[config.mk]
export PLATFORM = sky130hd
export DESIGN_NAME = wwdt_top
export DESIGN_NICKNAME = d
export VERILOG_FILES = /design/src/inc/wwdt_pkg.sv /design/src/rtl/wwdt_top.sv
export SDC_FILE = /design/constraint.sdc
export NUM_CORES = 1
export LEC_CHECK = 0
export ABC_AREA = 1
export BUFFER_PORTS_ARGS = -buffer_cell sky130_fd_sc_hd__clkbuf_2
export CAP_MARGIN = 20
export CORE_MARGIN = 5
export CORE_UTILIZATION = 65
export DETAILED_ROUTE_END_ITERATION = 12
export GPL_ROUTABILITY_DRIVEN = 0
export PLACE_DENSITY = 0.83
export SKIP_CTS_REPAIR_TIMING = 1
export SYNTH_ARGS = -nofsm -noshare
export SYNTH_HDL_FRONTEND = slang
export SYNTH_SLANG_ARGS = --single-unit
export TNS_END_PERCENT = 100
[constraint.sdc]
create_clock -name CLK_IN -period 15.5 [get_ports CLK_IN]
set_input_delay 3.1 -clock CLK_IN [delete_from_list [all_inputs] [get_ports CLK_IN]]
set_output_delay 3.1 -clock CLK_IN [all_outputs]
set_load 0.005 [all_outputs]
[src/inc/wwdt_pkg.sv]
// Purpose: Shared constants and types for the windowed watchdog
// Assumes: 25 MHz system clock, 32 kHz nominal low-power oscillator
// Notes: Byte offsets are for a 32-bit classic Wishbone slave
package wwdt_pkg;
  // System clock and oscillator rates
  localparam int CLK_HZ = 25_000_000;
  localparam int LOW_POWER_RC_OSC_HZ = 32_000;
  // Clock cycles per oscillator tick (period, rounded down)
  localparam int LOW_POWER_RC_OSC_DIV = CLK_HZ / LOW_POWER_RC_OSC_HZ;
  // Base period of 1 ms expressed in oscillator ticks
  localparam int BASE_MS = 1;
  localparam int TICKS_PER_MS = (LOW_POWER_RC_OSC_HZ * BASE_MS) / 1000;
  // Power-up delay applied on a wake from Sleep
  localparam int POWER_UP_DELAY_TIMER_MS = 64;
  localparam int POWER_UP_DELAY_TIMER_TICKS = POWER_UP_DELAY_TIMER_MS * TICKS_PER_MS;
  // Counter and postscaler widths
  localparam int CNT_W = 26;
  localparam int PS_W = 5;
  localparam logic [4:0] PS_MAX = 5'h14;
  // Register map (byte addresses)
  localparam logic [7:0] CTL_OFS = 8'h00;
  localparam logic [7:0] RCF_OFS = 8'h10;
  // Alias operations selected by address bits 3:2
  localparam logic [1:0] OP_WR = 2'h0;
  localparam logic [1:0] OP_CLR = 2'h1;
  localparam logic [1:0] OP_SET = 2'h2;
  localparam logic [1:0] OP_INV = 2'h3;
  // Control register fields
  localparam int CTL_ON_BIT = 15;
  localparam int CTL_PS_LSB = 2;
  localparam int CTL_WIN_BIT = 1;
  localparam int CTL_SVC_BIT = 0;
  // Reset-cause fields
  localparam int RCF_TO_BIT = 4;
  localparam int RCF_SLP_BIT = 3;
  localparam int RCF_IDL_BIT = 2;
  // Reset values
  localparam logic RST_SW_ON = 1'b0;
  localparam logic RST_SW_WIN = 1'b0;
  // Window size encodings
  localparam logic [1:0] WIN_25 = 2'h3;
  localparam logic [1:0] WIN_37 = 2'h2;
  localparam logic [1:0] WIN_50 = 2'h1;
  localparam logic [1:0] WIN_75 = 2'h0;

  // Pins from the configuration fuses and the power manager
  typedef struct packed {
    logic nv_watchdog_enable;
    logic nv_window_enable;
    logic [1:0] nv_window_size;
    logic [4:0] postscaler_config;
    logic sleep;
    logic idle;
    logic irq_wake;
    logic power_up;
    logic osc_ready;
    logic power_up_delay_timer_enable;
  } wwdt_pins_t;

  // Wake sequencer states, one-hot
  typedef enum logic [2:0] {
    WK_RUN = 3'h1,
    WK_OSC = 3'h2,
    WK_POWER_UP_DELAY_TIMER = 3'h4
  } wwdt_wake_t;
endpackage : wwdt_pkg

[src/rtl/wwdt_top.sv]
// Purpose: Windowed watchdog with Wishbone registers and wake sequencing
// Assumes: Oscillator modelled as a tick divider of the system clock
// Notes: Time-out flag survives device reset, cleared by power-up
module wwdt_top
  import wwdt_pkg::*;
#(
  parameter int DIV = LOW_POWER_RC_OSC_DIV,
  parameter int POWER_UP_DELAY_TIMER_CNT = POWER_UP_DELAY_TIMER_TICKS
) (
  input wire logic CLK_IN,
  input wire logic RST_B_IN,
  input wire wwdt_pins_t PINS_IN,
  input wire logic WB_CYC_IN,
  input wire logic WB_STB_IN,
  input wire logic WB_WE_IN,
  input wire logic [7:0] WB_ADR_IN,
  input wire logic [3:0] WB_SEL_IN,
  input wire logic [31:0] WB_DAT_IN,
  output logic [31:0] WB_DAT_OUT,
  output logic WB_ACK_OUT,
  output logic DEV_RESET_OUT,
  output logic NMI_WAKE_OUT,
  output logic EXEC_RESUME_OUT,
  output logic LOW_POWER_RC_OSC_ON_OUT
);

  // Clamp of the postscaler code, oversized codes act as the largest
  function automatic logic [4:0] ps_clamp(input logic [4:0] ps);
    ps_clamp = (ps > PS_MAX) ? PS_MAX : ps;
  endfunction : ps_clamp

  // Alias operation with byte lanes, unselected lanes keep old value
  function automatic logic [31:0] alias_op(input logic [1:0] op,
      input logic [31:0] old, input logic [31:0] wd,
      input logic [3:0] sel);
    logic [31:0] nv;
    logic [31:0] m;
    nv = '0;
    m = {{8{sel[3]}}, {8{sel[2]}}, {8{sel[1]}}, {8{sel[0]}}};
    unique case (op)
      OP_WR: nv = wd;
      OP_CLR: nv = old & ~wd;
      OP_SET: nv = old | wd;
      OP_INV: nv = old ^ wd;
    endcase
    alias_op = (nv & m) | (old & ~m);
  endfunction : alias_op

  // Two-stage synchroniser for all outside pins
  wwdt_pins_t pin_meta; // First stage, read only by second
  wwdt_pins_t pin; // Safe synchronised copy
  always_ff @(posedge CLK_IN or negedge RST_B_IN) begin
    if (!RST_B_IN) begin
      pin_meta <= '0;
      pin <= '0;
    end else begin
      pin_meta <= PINS_IN;
      pin <= pin_meta;
    end
  end

  // Previous pin levels for edge detection
  logic sleep_d; // Last Sleep level
  logic idle_d; // Last Idle level
  logic wake_d; // Last interrupt-wake level
  always_ff @(posedge CLK_IN or negedge RST_B_IN) begin
    if (!RST_B_IN) begin
      sleep_d <= 1'b0;
      idle_d <= 1'b0;
      wake_d <= 1'b0;
    end else begin
      sleep_d <= pin.sleep;
      idle_d <= pin.idle;
      wake_d <= pin.irq_wake;
    end
  end

  // Event decode
  wire sleep_rise = pin.sleep & ~sleep_d;
  wire idle_rise = pin.idle & ~idle_d;
  wire pwr_save = pin.sleep | pin.idle;
  wire irq_exit = pin.irq_wake & ~wake_d & pwr_save;

  // Software state
  logic sw_on; // Software enable
  logic sw_win; // Software window enable
  logic [4:0] ps_shadow; // Postscaler shadow copy
  logic [1:0] ld_cnt; // Counts until synchroniser is valid

  // Running and mode decode; erased fuses read as ones and enable
  wire enabled = pin.nv_watchdog_enable | sw_on;
  wire win_mode = pin.nv_window_enable | sw_win;

  // Period and window threshold in oscillator ticks
  wire [4:0] ps_eff = ps_clamp(ps_shadow);
  wire [CNT_W-1:0] per = CNT_W'(TICKS_PER_MS) << ps_eff;
  wire [CNT_W-1:0] frac_25 = per >> 2;
  wire [CNT_W-1:0] frac_37 = (per >> 2) + (per >> 3);
  wire [CNT_W-1:0] frac_50 = per >> 1;
  wire [CNT_W-1:0] frac_75 = per - (per >> 2);
  wire [CNT_W-1:0] frac =
    (pin.nv_window_size == WIN_25) ? frac_25 :
    (pin.nv_window_size == WIN_37) ? frac_37 :
    (pin.nv_window_size == WIN_50) ? frac_50 : frac_75;
  wire [CNT_W-1:0] thr = per - frac;

  // Bus decode
  wire bus_req = WB_CYC_IN & WB_STB_IN;
  wire mapped = (WB_ADR_IN[7:5] == 3'h0) & (WB_ADR_IN[1:0] == 2'h0);
  wire hit_ctl = mapped & (WB_ADR_IN[4] == CTL_OFS[4]);
  wire hit_rcf = mapped & (WB_ADR_IN[4] == RCF_OFS[4]);
  wire [1:0] op = WB_ADR_IN[3:2];
  wire wr_now = bus_req & WB_ACK_OUT & WB_WE_IN;

  // Read views; the service bit always reads zero
  logic to_flag; // Time-out flag
  logic slp_flag; // Sleep event flag
  logic idl_flag; // Idle event flag
  wire [31:0] ctl_view = {16'h0000, enabled, 8'h00, ps_shadow,
    win_mode, 1'b0};
  wire [31:0] rcf_view = {27'h0, to_flag, slp_flag, idl_flag, 2'h0};
  wire [31:0] ctl_new = alias_op(op, ctl_view, WB_DAT_IN, WB_SEL_IN);
  wire [31:0] rcf_new = alias_op(op, rcf_view, WB_DAT_IN, WB_SEL_IN);
  wire ctl_wr = wr_now & hit_ctl;
  wire rcf_wr = wr_now & hit_rcf;

  // Service request and its window check
  logic [CNT_W-1:0] cnt; // Watchdog counter in ticks
  wire svc = ctl_wr & ctl_new[CTL_SVC_BIT];
  wire early = svc & enabled & win_mode & (cnt <= thr);

  // Oscillator tick divider, runs only while enabled
  logic [15:0] div_cnt; // Cycles within one oscillator tick
  wire tick = enabled & (div_cnt == 16'(DIV - 1));
  always_ff @(posedge CLK_IN or negedge RST_B_IN) begin
    if (!RST_B_IN) begin
      div_cnt <= '0;
    end else if (!enabled || tick) begin
      div_cnt <= '0;
    end else begin
      div_cnt <= div_cnt + 16'h0001;
    end
  end

  // Time-out when the count reaches the period
  wire timeout = tick & (cnt >= per - CNT_W'(1));
  wire to_save = timeout & pwr_save;

  // Watchdog counter; not cleared on entering a power-saving mode
  always_ff @(posedge CLK_IN or negedge RST_B_IN) begin
    if (!RST_B_IN) begin
      cnt <= '0;
    end else if (svc || irq_exit || timeout || !enabled) begin
      cnt <= '0;
    end else if (tick) begin
      cnt <= cnt + CNT_W'(1);
    end
  end

  // Software enable and window bits, cleared on device reset
  always_ff @(posedge CLK_IN or negedge RST_B_IN) begin
    if (!RST_B_IN) begin
      sw_on <= RST_SW_ON;
      sw_win <= RST_SW_WIN;
    end else if (ctl_wr) begin
      sw_on <= ctl_new[CTL_ON_BIT];
      sw_win <= ctl_new[CTL_WIN_BIT];
    end
  end

  // Shadow load once the synchroniser holds the fuse value
  always_ff @(posedge CLK_IN or negedge RST_B_IN) begin
    if (!RST_B_IN) begin
      ld_cnt <= 2'h0;
      ps_shadow <= 5'h00;
    end else if (ld_cnt != 2'h3) begin
      ld_cnt <= ld_cnt + 2'h1;
      ps_shadow <= pin.postscaler_config;
    end
  end

  // Sleep and Idle flags; hardware set wins over software clear
  always_ff @(posedge CLK_IN or negedge RST_B_IN) begin
    if (!RST_B_IN) begin
      slp_flag <= 1'b0;
      idl_flag <= 1'b0;
    end else begin
      slp_flag <= (rcf_wr ? rcf_new[RCF_SLP_BIT] : slp_flag) |
        sleep_rise | (to_save & pin.sleep);
      idl_flag <= (rcf_wr ? rcf_new[RCF_IDL_BIT] : idl_flag) |
        idle_rise | (to_save & pin.idle);
    end
  end

  // Time-out flag must outlive the reset it causes, so only power-up
  // or a software write clears it; no asynchronous reset on purpose
  always_ff @(posedge CLK_IN) begin
    if (pin.power_up) begin
      to_flag <= 1'b0;
    end else begin
      to_flag <= (rcf_wr ? rcf_new[RCF_TO_BIT] : to_flag) |
        timeout;
    end
  end

  // Reset and wake pulses
  always_ff @(posedge CLK_IN or negedge RST_B_IN) begin
    if (!RST_B_IN) begin
      DEV_RESET_OUT <= 1'b0;
      NMI_WAKE_OUT <= 1'b0;
      LOW_POWER_RC_OSC_ON_OUT <= 1'b0;
    end else begin
      DEV_RESET_OUT <= (timeout & ~pwr_save) | early;
      NMI_WAKE_OUT <= to_save;
      LOW_POWER_RC_OSC_ON_OUT <= enabled;
    end
  end

  // Wake sequencer: Sleep waits for clocks, Idle resumes at once
  wwdt_wake_t wk; // Sequencer state
  wwdt_wake_t next_wk; // Its next value
  logic [15:0] dly; // Power-up delay in ticks
  logic [15:0] next_dly; // Its next value
  logic next_go; // Resume pulse request
  wire ptick = div_cnt == 16'(DIV - 1);
  always_comb begin
    next_wk = wk;
    next_dly = dly;
    next_go = 1'b0;
    unique case (wk)
      WK_RUN: begin
        if (to_save && pin.sleep) begin
          next_wk = WK_OSC;
        end else if (to_save) begin
          next_go = 1'b1;
        end
      end
      WK_OSC: begin
        if (pin.osc_ready && pin.power_up_delay_timer_enable) begin
          next_wk = WK_POWER_UP_DELAY_TIMER;
          next_dly = '0;
        end else if (pin.osc_ready) begin
          next_wk = WK_RUN;
          next_go = 1'b1;
        end
      end
      WK_POWER_UP_DELAY_TIMER: begin
        if (dly >= 16'(POWER_UP_DELAY_TIMER_CNT - 1) && ptick) begin
          next_wk = WK_RUN;
          next_go = 1'b1;
        end else if (ptick) begin
          next_dly = dly + 16'h0001;
        end
      end
      default: begin
        next_wk = WK_RUN;
      end
    endcase
  end

  // Sequencer registers
  always_ff @(posedge CLK_IN or negedge RST_B_IN) begin
    if (!RST_B_IN) begin
      wk <= WK_RUN;
      dly <= '0;
      EXEC_RESUME_OUT <= 1'b0;
    end else begin
      wk <= next_wk;
      dly <= next_dly;
      EXEC_RESUME_OUT <= next_go;
    end
  end

  // The sequencer only leaves its idle state after a time-out, while
  // the watchdog runs, so ptick needs no enable term of its own

  // Bus answer: ack one cycle after request, data registered;
  // unmapped and alias reads return zero
  wire [31:0] rd_mux = !mapped || op != OP_WR ? 32'h0 :
    hit_ctl ? ctl_view : rcf_view;
  always_ff @(posedge CLK_IN or negedge RST_B_IN) begin
    if (!RST_B_IN) begin
      WB_ACK_OUT <= 1'b0;
      WB_DAT_OUT <= 32'h0;
    end else begin
      WB_ACK_OUT <= bus_req & ~WB_ACK_OUT;
      WB_DAT_OUT <= rd_mux;
    end
  end
endmodule : wwdt_top

==> results.md, run 1 <==
* Outcome: completed
* Clock Tree Root: clkbuf_16
* FMAX at 138 MHz
* Tot Pwr at 0.000910 W
* Syn avg cell area at 7.36 sq um
* CTS sink count at 118
* Detail Route Antenna Nets at 0
* Max stage delay cell, worst path: o21ai_2
* Async SR Flop Fraction at 99.2%
* R2R Setup Slk at 8.24 ns
* Seq pwr share at 35.1%
* CTS tree: done
* Post-Syn Instances at 1,510
* Final min period at 7.26 ns
* Post-Route WL at 28,600 um
* Clock Latency Late Sink at 0.42 ns
* CP endpoint kind: register
* Worst Path Required at 15.79 ns
* Sequential share of the synthesized area at 26.5%
* Crit path capture: DEV_RESET_OUT$_DFF_PN0_
* Clock slew at reported path FFs at 0.06 ns
* Switching power at 0.000296 W
* Synth Register Bits at 118
* CP max stage delay at 0.65 ns
* EDFF count, synth at 0
* Final worst slack at 8.24 ns
* DRC at 0
* Area delta synth->final at 8.41%
* WL/cell at 15.9 um
* WS Path Type: reg -> reg
* CP most frequent cell: nand2_1
* DR pass1 iterations at 6
* Largest net degree at the start of global routing at 65
* Max Cap Viol at 0
* Crit path DAT at 7.55 ns
* Maximum clock insertion buffer count at 2
* Reg2reg path depth at 29
* CP Launch Type: register
* Half-perimeter wire length after detailed placement at 22,200 um
* Die area at 0.0198 sq mm
* Total congestion overflow at 0
* FF-to-FF End: DEV_RESET_OUT$_DFF_PN0_
* Final period util at 46.8%
* Initial antenna violation count at 0
* Mapped Area at 0.0111 sq mm
* H-tree depth at 4
* Endpoints failing setup at 0
* Clock share of power at 41.3%
* Fraction of final layout cells sized beyond drive strength 1 at 9.57%
* Placed Instances at 1,766
* Placed cell area at 0.0115 sq mm
* Design area at 0.0120 sq mm
* Unrepaired setup endpoints after global routing: no
* Distinct cells, synth at 66
* Port bufs at 47
* Die Y at 141 um
* TNS Setup at 0 ns
* Internal power at 0.000614 W
* Via/cell ratio at 5.90
* Hold Crit Class: reg -> reg
* Final hold vios at 0
* Pwr per Cell Area at 75.5 mW/mm^2
* Slew headroom at 46.5%
* Vias post-DR at 10,600
* Non-Filler Instances at 1,798
* Switching Share at 32.5%
* Gate power share at 23.5%
* Max Slew Vio Count at 0
* Primary FF master, synth: dfrtp_1
* Die width at 141 um
* Initial DRC count at 1,064
* Place WS at 8.52 ns
* Ys Warns at 0
* NumNets Final at 1,778
* Peak supply drop at 0.0000974 V
* Worst-Margin Slew at 0.800 ns
* First-pass GRT wire length at 47,400 um
* # rows at 47
* Tot GR Track Use at 28.9%
* N_diodes at 0
* P_leak at 6.07 nW
* Reg2reg start: ps_shadow[3]$_DFFE_PN0P_
* # IOs at 101
* CTS Buf Count at 17
* Starting Density at 66.5%
* Clk_skew at 0.00941 ns
* Crit. Startpoint: ps_shadow[3]$_DFFE_PN0P_
* CORE AREA at 0.0167 sq mm
* Vias in the first global route at 10,000
* Worst Path Max Fanout at 11
[power by group through the flow]
stage,logic [W],clock network (W),registers [W]
2_1_floorplan,0.000161,0,0.000323
3_3_place_gp,0.000203,0,0.000324
6_report,0.000214,0.000376,0.000320
4_1_cts,0.000211,0.000379,0.000319
3_5_place_dp,0.000208,0,0.000325
5_1_grt,0.000241,0.000395,0.000320
[placed cells by master, fill, tap and decap left out, types with 4 or more instances in the layout]
cell type   Yosys  final
nor2_1        138    138
nor4_1         17     17
o21bai_1        5      5
nor3_1         41     41
inv_1         184    184
xor2_1         43     43
a221oi_1        6      6
inv_2          18     18
o21ai_1         6      6
o211ai_1       12     12
inv_6           0      4
nand2_2         8      8
a31oi_1         8      8
nand3_2         7      7
clkinvlp_4      0      4
clkbuf_16       0     17
nand4_1        37     37
xnor2_1        25     25
conb_1          1     25
o31ai_1         6      6
o21ai_2         4      4
nand2_1       271    271
o21ai_0        91     91
a211oi_1       15     15
nand3b_1        6      6
ha_1          148    148
nor2_2          8      8
nand3_1        65     65
clkbuf_2        0     46
nor2_4          6      6
dfrtp_1       116    116
a21oi_1       131    131
[metrics by stage]
step / util (%) / hold slack, ns
3_5_place_dp: 68.7 / 0.335
5_1_grt: 72.1 / 0.354
6_report: 72.1 / 0.347
2_1_floorplan: - / 0.331
4_1_cts: 72.1 / 0.348
3_3_place_gp: 68.7 / 0.332
[worst min path at each step]
stage,from,end,slack [ns],depth (start not counted)
2_1_floorplan,pin_meta[0]$_DFF_PN0_,pin[0]$_DFF_PN0_,0.33,0
3_3_place_gp,pin_meta[12]$_DFF_PN0_,pin[12]$_DFF_PN0_,0.33,0
3_5_place_dp,pin_meta[5]$_DFF_PN0_,pin[5]$_DFF_PN0_,0.33,0
4_1_cts,pin_meta[7]$_DFF_PN0_,pin[7]$_DFF_PN0_,0.35,0
5_1_grt,pin_meta[1]$_DFF_PN0_,pin[1]$_DFF_PN0_,0.35,0
6_report,pin_meta[7]$_DFF_PN0_,pin[7]$_DFF_PN0_,0.35,0
[layer usage]
layer	up-vias	track usage, %	part of all wire, %
met4	0	9.59	2.4
met3	76	6.20	9.2
met5	-	0	0
met2	504	45.9	45
met1	4844	39.4	43
li1	5187	-	-
[cell usage after synthesis, types with 4 or more instances]
cell type / number / share of area [%]
nor4_1: 17 / 0.96
inv_1: 184 / 6.2
o21ai_1: 6 / 0.27
nor2_4: 6 / 0.61
nand3_2: 7 / 0.63
nand4_1: 37 / 2.1
nor2_1: 138 / 4.7
dfrtp_1: 116 / 26
xor2_1: 43 / 3.4
xnor2_1: 25 / 2.0
a21oi_1: 131 / 5.9
o211ai_1: 12 / 0.81
nand2_2: 8 / 0.45
clkbuf_1: 8 / 0.27
a211oi_1: 15 / 1.0
nand2_1: 271 / 9.2
nor3_1: 41 / 1.8
buf_4: 27 / 1.8
ha_1: 148 / 17
a221oi_1: 6 / 0.47
nand3b_1: 6 / 0.41
inv_2: 18 / 0.61
o21ai_0: 91 / 4.1
o21ai_2: 4 / 0.32
o21bai_1: 5 / 0.34
a31oi_1: 8 / 0.45
o31ai_1: 6 / 0.41
nor2_2: 8 / 0.45
nand3_1: 65 / 2.9
[sequential cells by signal, indices dropped and copies added (netlist names), 2 cells and up]
name and cells:
WB_DAT_OUT 7, cnt 26, div_cnt 16, dly 16, ld_cnt 2, pin 15
pin_meta 15, ps_shadow 5, wk 3
[final cells by class]
| cell class | count | area, sq um |
|---|---|---|
| Multi-Input combinational cell | 1174 | 7220 |
| Fill cell | 1294 | 4660 |
| Inverter | 205 | 777 |
| Clock inverter | 13 | 123 |
| Clock buffer | 19 | 443 |
| Timing Repair Buffer | 49 | 253 |
| Sequential cell | 118 | 2950 |
| Tap cell | 220 | 275 |
[kinds of logic after synthesis]
group                    count (synthesis)  synth area share [%]
adder cells (fa/ha/maj)                149                  16.8
multiplexers                             1                 0.101
AND/OR/NAND/NOR                        624                  26.1
flip-flops                             118                  26.5
AO/OA/AOI/OAI                          307                  15.8
XOR/XNOR                                68                  5.36
other                                    1                0.0338
buffers and inverters                  242                  9.24
[critical path, delay by kind of cell, from the launching register on]
family          cells  cell delay (ns)
fa+ha+maj           3             1.07
buf+inv             1             0.29
compound gates     12             3.17
xor+xnor            1             0.16
flops               1             0.46
simple gates       12             1.97
No activity file was read; power rests on OpenSTA's default activity.
==> run 2: changes to the inputs <==
--- a/config.mk
+++ b/config.mk
@@ -9,10 +9,10 @@
 export BUFFER_PORTS_ARGS = -buffer_cell sky130_fd_sc_hd__clkbuf_2
 export CAP_MARGIN = 20
 export CORE_MARGIN = 5
-export CORE_UTILIZATION = 65
+export CORE_UTILIZATION = 56
 export DETAILED_ROUTE_END_ITERATION = 12
 export GPL_ROUTABILITY_DRIVEN = 0
-export PLACE_DENSITY = 0.83
+export PLACE_DENSITY = 0.76
 export SKIP_CTS_REPAIR_TIMING = 1
 export SYNTH_ARGS = -nofsm -noshare
 export SYNTH_HDL_FRONTEND = slang
==> constraint.sdc (replaced) <==
create_clock -name CLK_IN -period 6.34 [get_ports CLK_IN]
set_input_delay 1.268 -clock CLK_IN [delete_from_list [all_inputs] [get_ports CLK_IN]]
set_output_delay 1.268 -clock CLK_IN [all_outputs]
set_load 0.005 [all_outputs]
==> results.md, run 2 (synthesis results as in run 1) <==
* N_diodes at 0
* CP Launch Type: register
* Clk_skew at 0.0238 ns
* Clock Tree Root: clkbuf_16
* Clock Latency Late Sink at 0.43 ns
* Final hold vios at 0
* Max stage delay cell, worst path: dfrtp_2
* Most frequent cells in the layout: nand2_1 (269), inv_1 (183), ha_1 (147)
* Die Y at 151 um
* Max Cap Viol at 0
* Initial DRC count at 943
* CORE AREA at 0.0195 sq mm
* Largest net degree at the start of global routing at 62
* Port bufs at 47
* Via/cell ratio at 5.62
* Fraction of final layout cells sized beyond drive strength 1 at 14.5%
* Outcome: completed
* Die area at 0.0228 sq mm
* Die width at 151 um
* H-tree depth at 4
* Initial antenna violation count at 0
* Half-perimeter wire length after detailed placement at 23,400 um
* CP endpoint kind: register
* Switching Share at 33.7%
* Worst Path Max Fanout at 6
* DRC at 0
* Switching power at 0.000785 W
* Post-Route WL at 29,800 um
* Worst-Margin Slew at 0.801 ns
* Starting Density at 56.9%
* Biggest register: cnt
* WS Path Type: reg -> reg
* Final min period at 6.09 ns
* Total congestion overflow at 0
* Max Slew Vio Count at 0
* Final period util at 96.1%
* Placed Instances at 1,876
* CTS tree: done
* Worst Path Required at 6.64 ns
* First-pass GRT wire length at 48,400 um
* FMAX at 164 MHz
* CP most frequent cell: nand2_1
* CP max stage delay at 0.45 ns
* Pwr per Cell Area at 183 mW/mm^2
* Non-Filler Instances at 1,909
* Gate power share at 25.0%
* Detail Route Antenna Nets at 0
* Vias post-DR at 10,700
* Area delta synth->final at 14.6%
* Max reg flops at 26
* NumNets Final at 1,844
* Hold Crit Class: reg -> reg
* Clock share of power at 41.6%
* Biggest regs: cnt: 26 flops, div_cnt: 16 flops, dly: 16 flops
* Tot GR Track Use at 26.5%
* Place WS at 0.214 ns
* Clock slew at reported path FFs at 0.08 ns
* Internal power at 0.00155 W
* Final worst slack at 0.246 ns
* # rows at 51
* CTS sink count at 118
* Commonest non-fill, non-tap cell in the layout: nand2_1
* Endpoints failing setup at 0
* Seq pwr share at 33.4%
* Crit path DAT at 6.39 ns
* P_leak at 6.42 nW
* DR pass1 iterations at 5
* R2R Setup Slk at 0.25 ns
* Vias in the first global route at 9,975
* Maximum clock insertion buffer count at 2
* Peak supply drop at 0.000181 V
* Slew headroom at 46.4%
* CTS Buf Count at 17
* WL/cell at 15.6 um
* Hold Slack at 0.343 ns
* # IOs at 101
-- run 2: changes by cell type in the layout (fill, tap and decap cells not counted), sizes merged --
cell      previous run  this run
inv                207       213
buf                  3        69
clkinvlp             4         1
clkbuf              65        63
clkinv               6         5
-- run 2: cell type report --
cell class	instances	area, sq um
clock inverter	15	160
inverter	205	777
timing repair buffer	115	748
sequential	118	2950
clock buffer	17	425
tap	265	332
fill	1677	6800
multi-input combinational	1174	7340
-- run 2: per-layer routing --
metal  up-vias  GRT usage (%)  wire [um]
li1       5331              -          -
met1      4941           36.9      13500
met2       396           41.6      13200
met3        60           5.92       2430
met4         0           7.52        650
met5         -              0          0
-- run 2: path summary, 6_finish.rpt --
kind	from	end	cells after the start
setup / recovery	ps_shadow[2]$_DFFE_PN0P_	DEV_RESET_OUT$_DFF_PN0_	38
hold / removal	pin_meta[8]$_DFF_PN0_	pin[8]$_DFF_PN0_	0
setup reg to reg	ps_shadow[2]$_DFFE_PN0P_	DEV_RESET_OUT$_DFF_PN0_	38
hold reg to reg	pin_meta[8]$_DFF_PN0_	pin[8]$_DFF_PN0_	0
max in group asynchronous	RST_B_IN	ps_shadow[2]$_DFFE_PN0P_	2
min in group asynchronous	RST_B_IN	dly[3]$_DFFE_PN0P_	1
-- run 2: stage by stage --
| stage | TNS, ns | utilization [%] | total power, W | area (sq um) |
|---|---|---|---|---|
| final | 0 | 65.2 | 0.00233 | 12700 |
| after global routing | -0.118 | 65.2 | 0.00245 | 12700 |
| after CTS | 0 | 64.6 | 0.00232 | 12600 |
| after detailed placement | 0 | 61.6 | 0.00135 | 12000 |
| after global placement | 0 | 61.6 | 0.00134 | 12000 |
| after floorplan | 0 | - | 0.00118 | 11200 |
-- run 2: power by group through the flow --
stage | clock network [W] | logic, W | registers, W
after floorplan | 0 | 0.000393 | 0.000789
after global placement | 0 | 0.000549 | 0.000791
after detailed placement | 0 | 0.000561 | 0.000791
after CTS | 0.000982 | 0.000565 | 0.000778
after global routing | 0.00102 | 0.000653 | 0.000781
final | 0.000971 | 0.000583 | 0.000779
-- run 2: critical path, delay by kind of cell (launching register included) --
kind / cells / cell delay (ns)
xor+xnor: 1 / 0.15
compound gates: 11 / 2.01
buf+inv: 6 / 0.50
fa+ha+maj: 3 / 0.85
flops: 1 / 0.45
simple gates: 17 / 2.01
==> run 3: changes to the inputs <==
--- a/config.mk
+++ b/config.mk
@@ -6,13 +6,14 @@
 export NUM_CORES = 1
 export LEC_CHECK = 0
 export ABC_AREA = 1
-export BUFFER_PORTS_ARGS = -buffer_cell sky130_fd_sc_hd__clkbuf_2
+export BUFFER_PORTS_ARGS = -buffer_cell sky130_fd_sc_hd__buf_2
 export CAP_MARGIN = 20
 export CORE_MARGIN = 5
 export CORE_UTILIZATION = 56
 export DETAILED_ROUTE_END_ITERATION = 12
 export GPL_ROUTABILITY_DRIVEN = 0
 export PLACE_DENSITY = 0.76
+export REMOVE_ABC_BUFFERS = 1
 export SKIP_CTS_REPAIR_TIMING = 1
 export SYNTH_ARGS = -nofsm -noshare
 export SYNTH_HDL_FRONTEND = slang
==> results.md, run 3 (synthesis results as in run 1) <==
* Outcome: completed
* N_diodes at 0
* WP buf/inv at 6
* Internal power at 0.00158 W
* CP max stage delay at 0.46 ns
* Vias post-DR at 10,700
* CTS tree: done
* CTS sink count at 118
* DRC at 0
* Fraction of final layout cells sized beyond drive strength 1 at 15.3%
* Gate power share at 25.1%
* CP Launch Type: register
* Starting Density at 56.9%
* CORE AREA at 0.0195 sq mm
* Biggest regs: cnt: 26 flops, div_cnt: 16 flops, dly: 16 flops
* Final min period at 6.01 ns
* NumNets Final at 1,846
* Initial antenna violation count at 0
* Commonest non-fill, non-tap cell in the layout: nand2_1
* Most frequent cells in the layout: nand2_1 (267), inv_1 (180), ha_1 (145)
* DR pass1 iterations at 6
* FMAX at 167 MHz
* Hold path depth at 0
* Tot GR Track Use at 26.6%
* Clock slew at reported path FFs at 0.06 ns
* Die Y at 151 um
* Reg2reg start: ps_shadow[2]$_DFFE_PN0P_
* Instance count on the critical path at 37
* FF-to-FF End: DEV_RESET_OUT$_DFF_PN0_
* Switching power at 0.000747 W
* Max Cap Viol at 0
* # rows at 51
* Pwr per Cell Area at 182 mW/mm^2
* Hold Crit Endpoint: pin[4]$_DFF_PN0_
* Switching Share at 32.1%
* Port bufs at 47
* Reg2reg path depth at 37
* Peak supply drop at 0.000273 V
* Detail Route Antenna Nets at 0
* WL/cell at 15.5 um
* Placed cell area at 0.0120 sq mm
* Via/cell ratio at 5.58
* Max reg flops at 26
* CP most frequent cell: nand2_1
* Hold path start: pin_meta[4]$_DFF_PN0_
* Vias in the first global route at 9,928
* Slew headroom at 49.1%
* Seq pwr share at 33.4%
* H-tree depth at 4
* # IOs at 101
* Half-perimeter wire length after detailed placement at 23,400 um
* Initial DRC count at 944
* First-pass GRT wire length at 48,900 um
* Final hold vios at 0
* Tot Pwr at 0.00233 W
* Worst Path Required at 6.63 ns
* Layout Utilization at 65.5%
* Total congestion overflow at 0
* Crit path DAT at 6.29 ns
* Final period util at 94.7%
* WS Path Type: reg -> reg
* Die width at 151 um
* P_leak at 6.43 nW
* CP endpoint kind: register
* Hold Crit Class: reg -> reg
* Clk_skew at 0.00968 ns
* Largest net degree at the start of global routing at 63
* Biggest register: cnt
* Post-Route WL at 29,700 um
* Clock Latency Late Sink at 0.42 ns
* Max Slew Vio Count at 0
* Endpoints failing setup at 0
* Maximum clock insertion buffer count at 2
* Worst Path Max Fanout at 7
* Largest delay share family, worst path: compound AO/OA/AOI/OAI gates
* Clock Tree Root: clkbuf_16
* R2R Setup Slk at 0.33 ns
* Design area at 0.0128 sq mm
* Worst-Margin Slew at 0.763 ns
* CTS Buf Count at 17
* Area delta synth->final at 15.1%
* Die area at 0.0228 sq mm
* Max stage delay cell, worst path: dfrtp_2
* Clock share of power at 41.5%
-- run 3: cell count changes in the layout (fill, tap and decap cells not counted), moves of 2 or more --
cell	previous run	this run
a221oi_1	6	4
a221oi_2	0	2
buf_2	0	46
buf_4	69	71
clkbuf_2	46	0
clkinv_2	1	4
ha_1	147	145
inv_1	183	180
inv_2	19	21
inv_8	5	0
nand2_1	269	267
nand2_2	10	12
-- run 3: worst max-delay path by stage --
stage,slack [ns],end,from
detailed placement,0.20,DEV_RESET_OUT$_DFF_PN0_,ps_shadow[2]$_DFFE_PN0P_
CTS,0.17,DEV_RESET_OUT$_DFF_PN0_,ps_shadow[2]$_DFFE_PN0P_
floorplan,0.78,DEV_RESET_OUT$_DFF_PN0_,ps_shadow[3]$_DFFE_PN0P_
finish,0.33,DEV_RESET_OUT$_DFF_PN0_,ps_shadow[2]$_DFFE_PN0P_
global placement,0.30,DEV_RESET_OUT$_DFF_PN0_,ps_shadow[2]$_DFFE_PN0P_
global route,-0.12,DEV_RESET_OUT$_DFF_PN0_,ps_shadow[2]$_DFFE_PN0P_
-- run 3: power by group through the flow --
stage,registers (W),logic [W],clock network (W)
5_1_grt,0.000779,0.000654,0.00101
2_1_floorplan,0.000790,0.000377,0
4_1_cts,0.000777,0.000555,0.000973
3_3_place_gp,0.000789,0.000540,0
3_5_place_dp,0.000790,0.000551,0
6_report,0.000778,0.000584,0.000966
-- run 3: worst register-to-register path: cells and delay by family (launching register included) --
kind,cells,cell delay (ns)
compound gates,14,2.55
simple gates,14,1.39
fa+ha+maj,3,1.00
buf+inv,6,0.49
flops,1,0.46
-- run 3: cell type report --
class                           count  area, sq um
Clock inverter                     14          148
Fill cell                        1644         6740
Multi-Input combinational cell   1174         7370
Timing Repair Buffer              117          763
Inverter                          205          779
Sequential cell                   118         2950
Tap cell                          265          332
Clock buffer                       18          439
-- run 3: through the flow --
stage                     setup slack, ns  cells  TNS [ns]  hold slack (ns)
after floorplan                     0.781   1497         0            0.331
after global placement              0.295   1868         0            0.332
after detailed placement            0.197   1868         0            0.337
after CTS                           0.173   1900         0            0.351
after global routing               -0.121   1911    -0.121            0.360
final                               0.335   1911         0            0.349
-- run 3: metal layers --
layer / up-vias / share of wire (%) / global-route usage [%] / routed length (um)
met1: 4927 / 46 / 38.0 / 13600
li1: 5325 / - / - / -
met3: 51 / 7.3 / 4.55 / 2170
met4: 0 / 2.0 / 7.16 / 586
met2: 365 / 45 / 41.8 / 13400
met5: - / 0 / 0 / 0
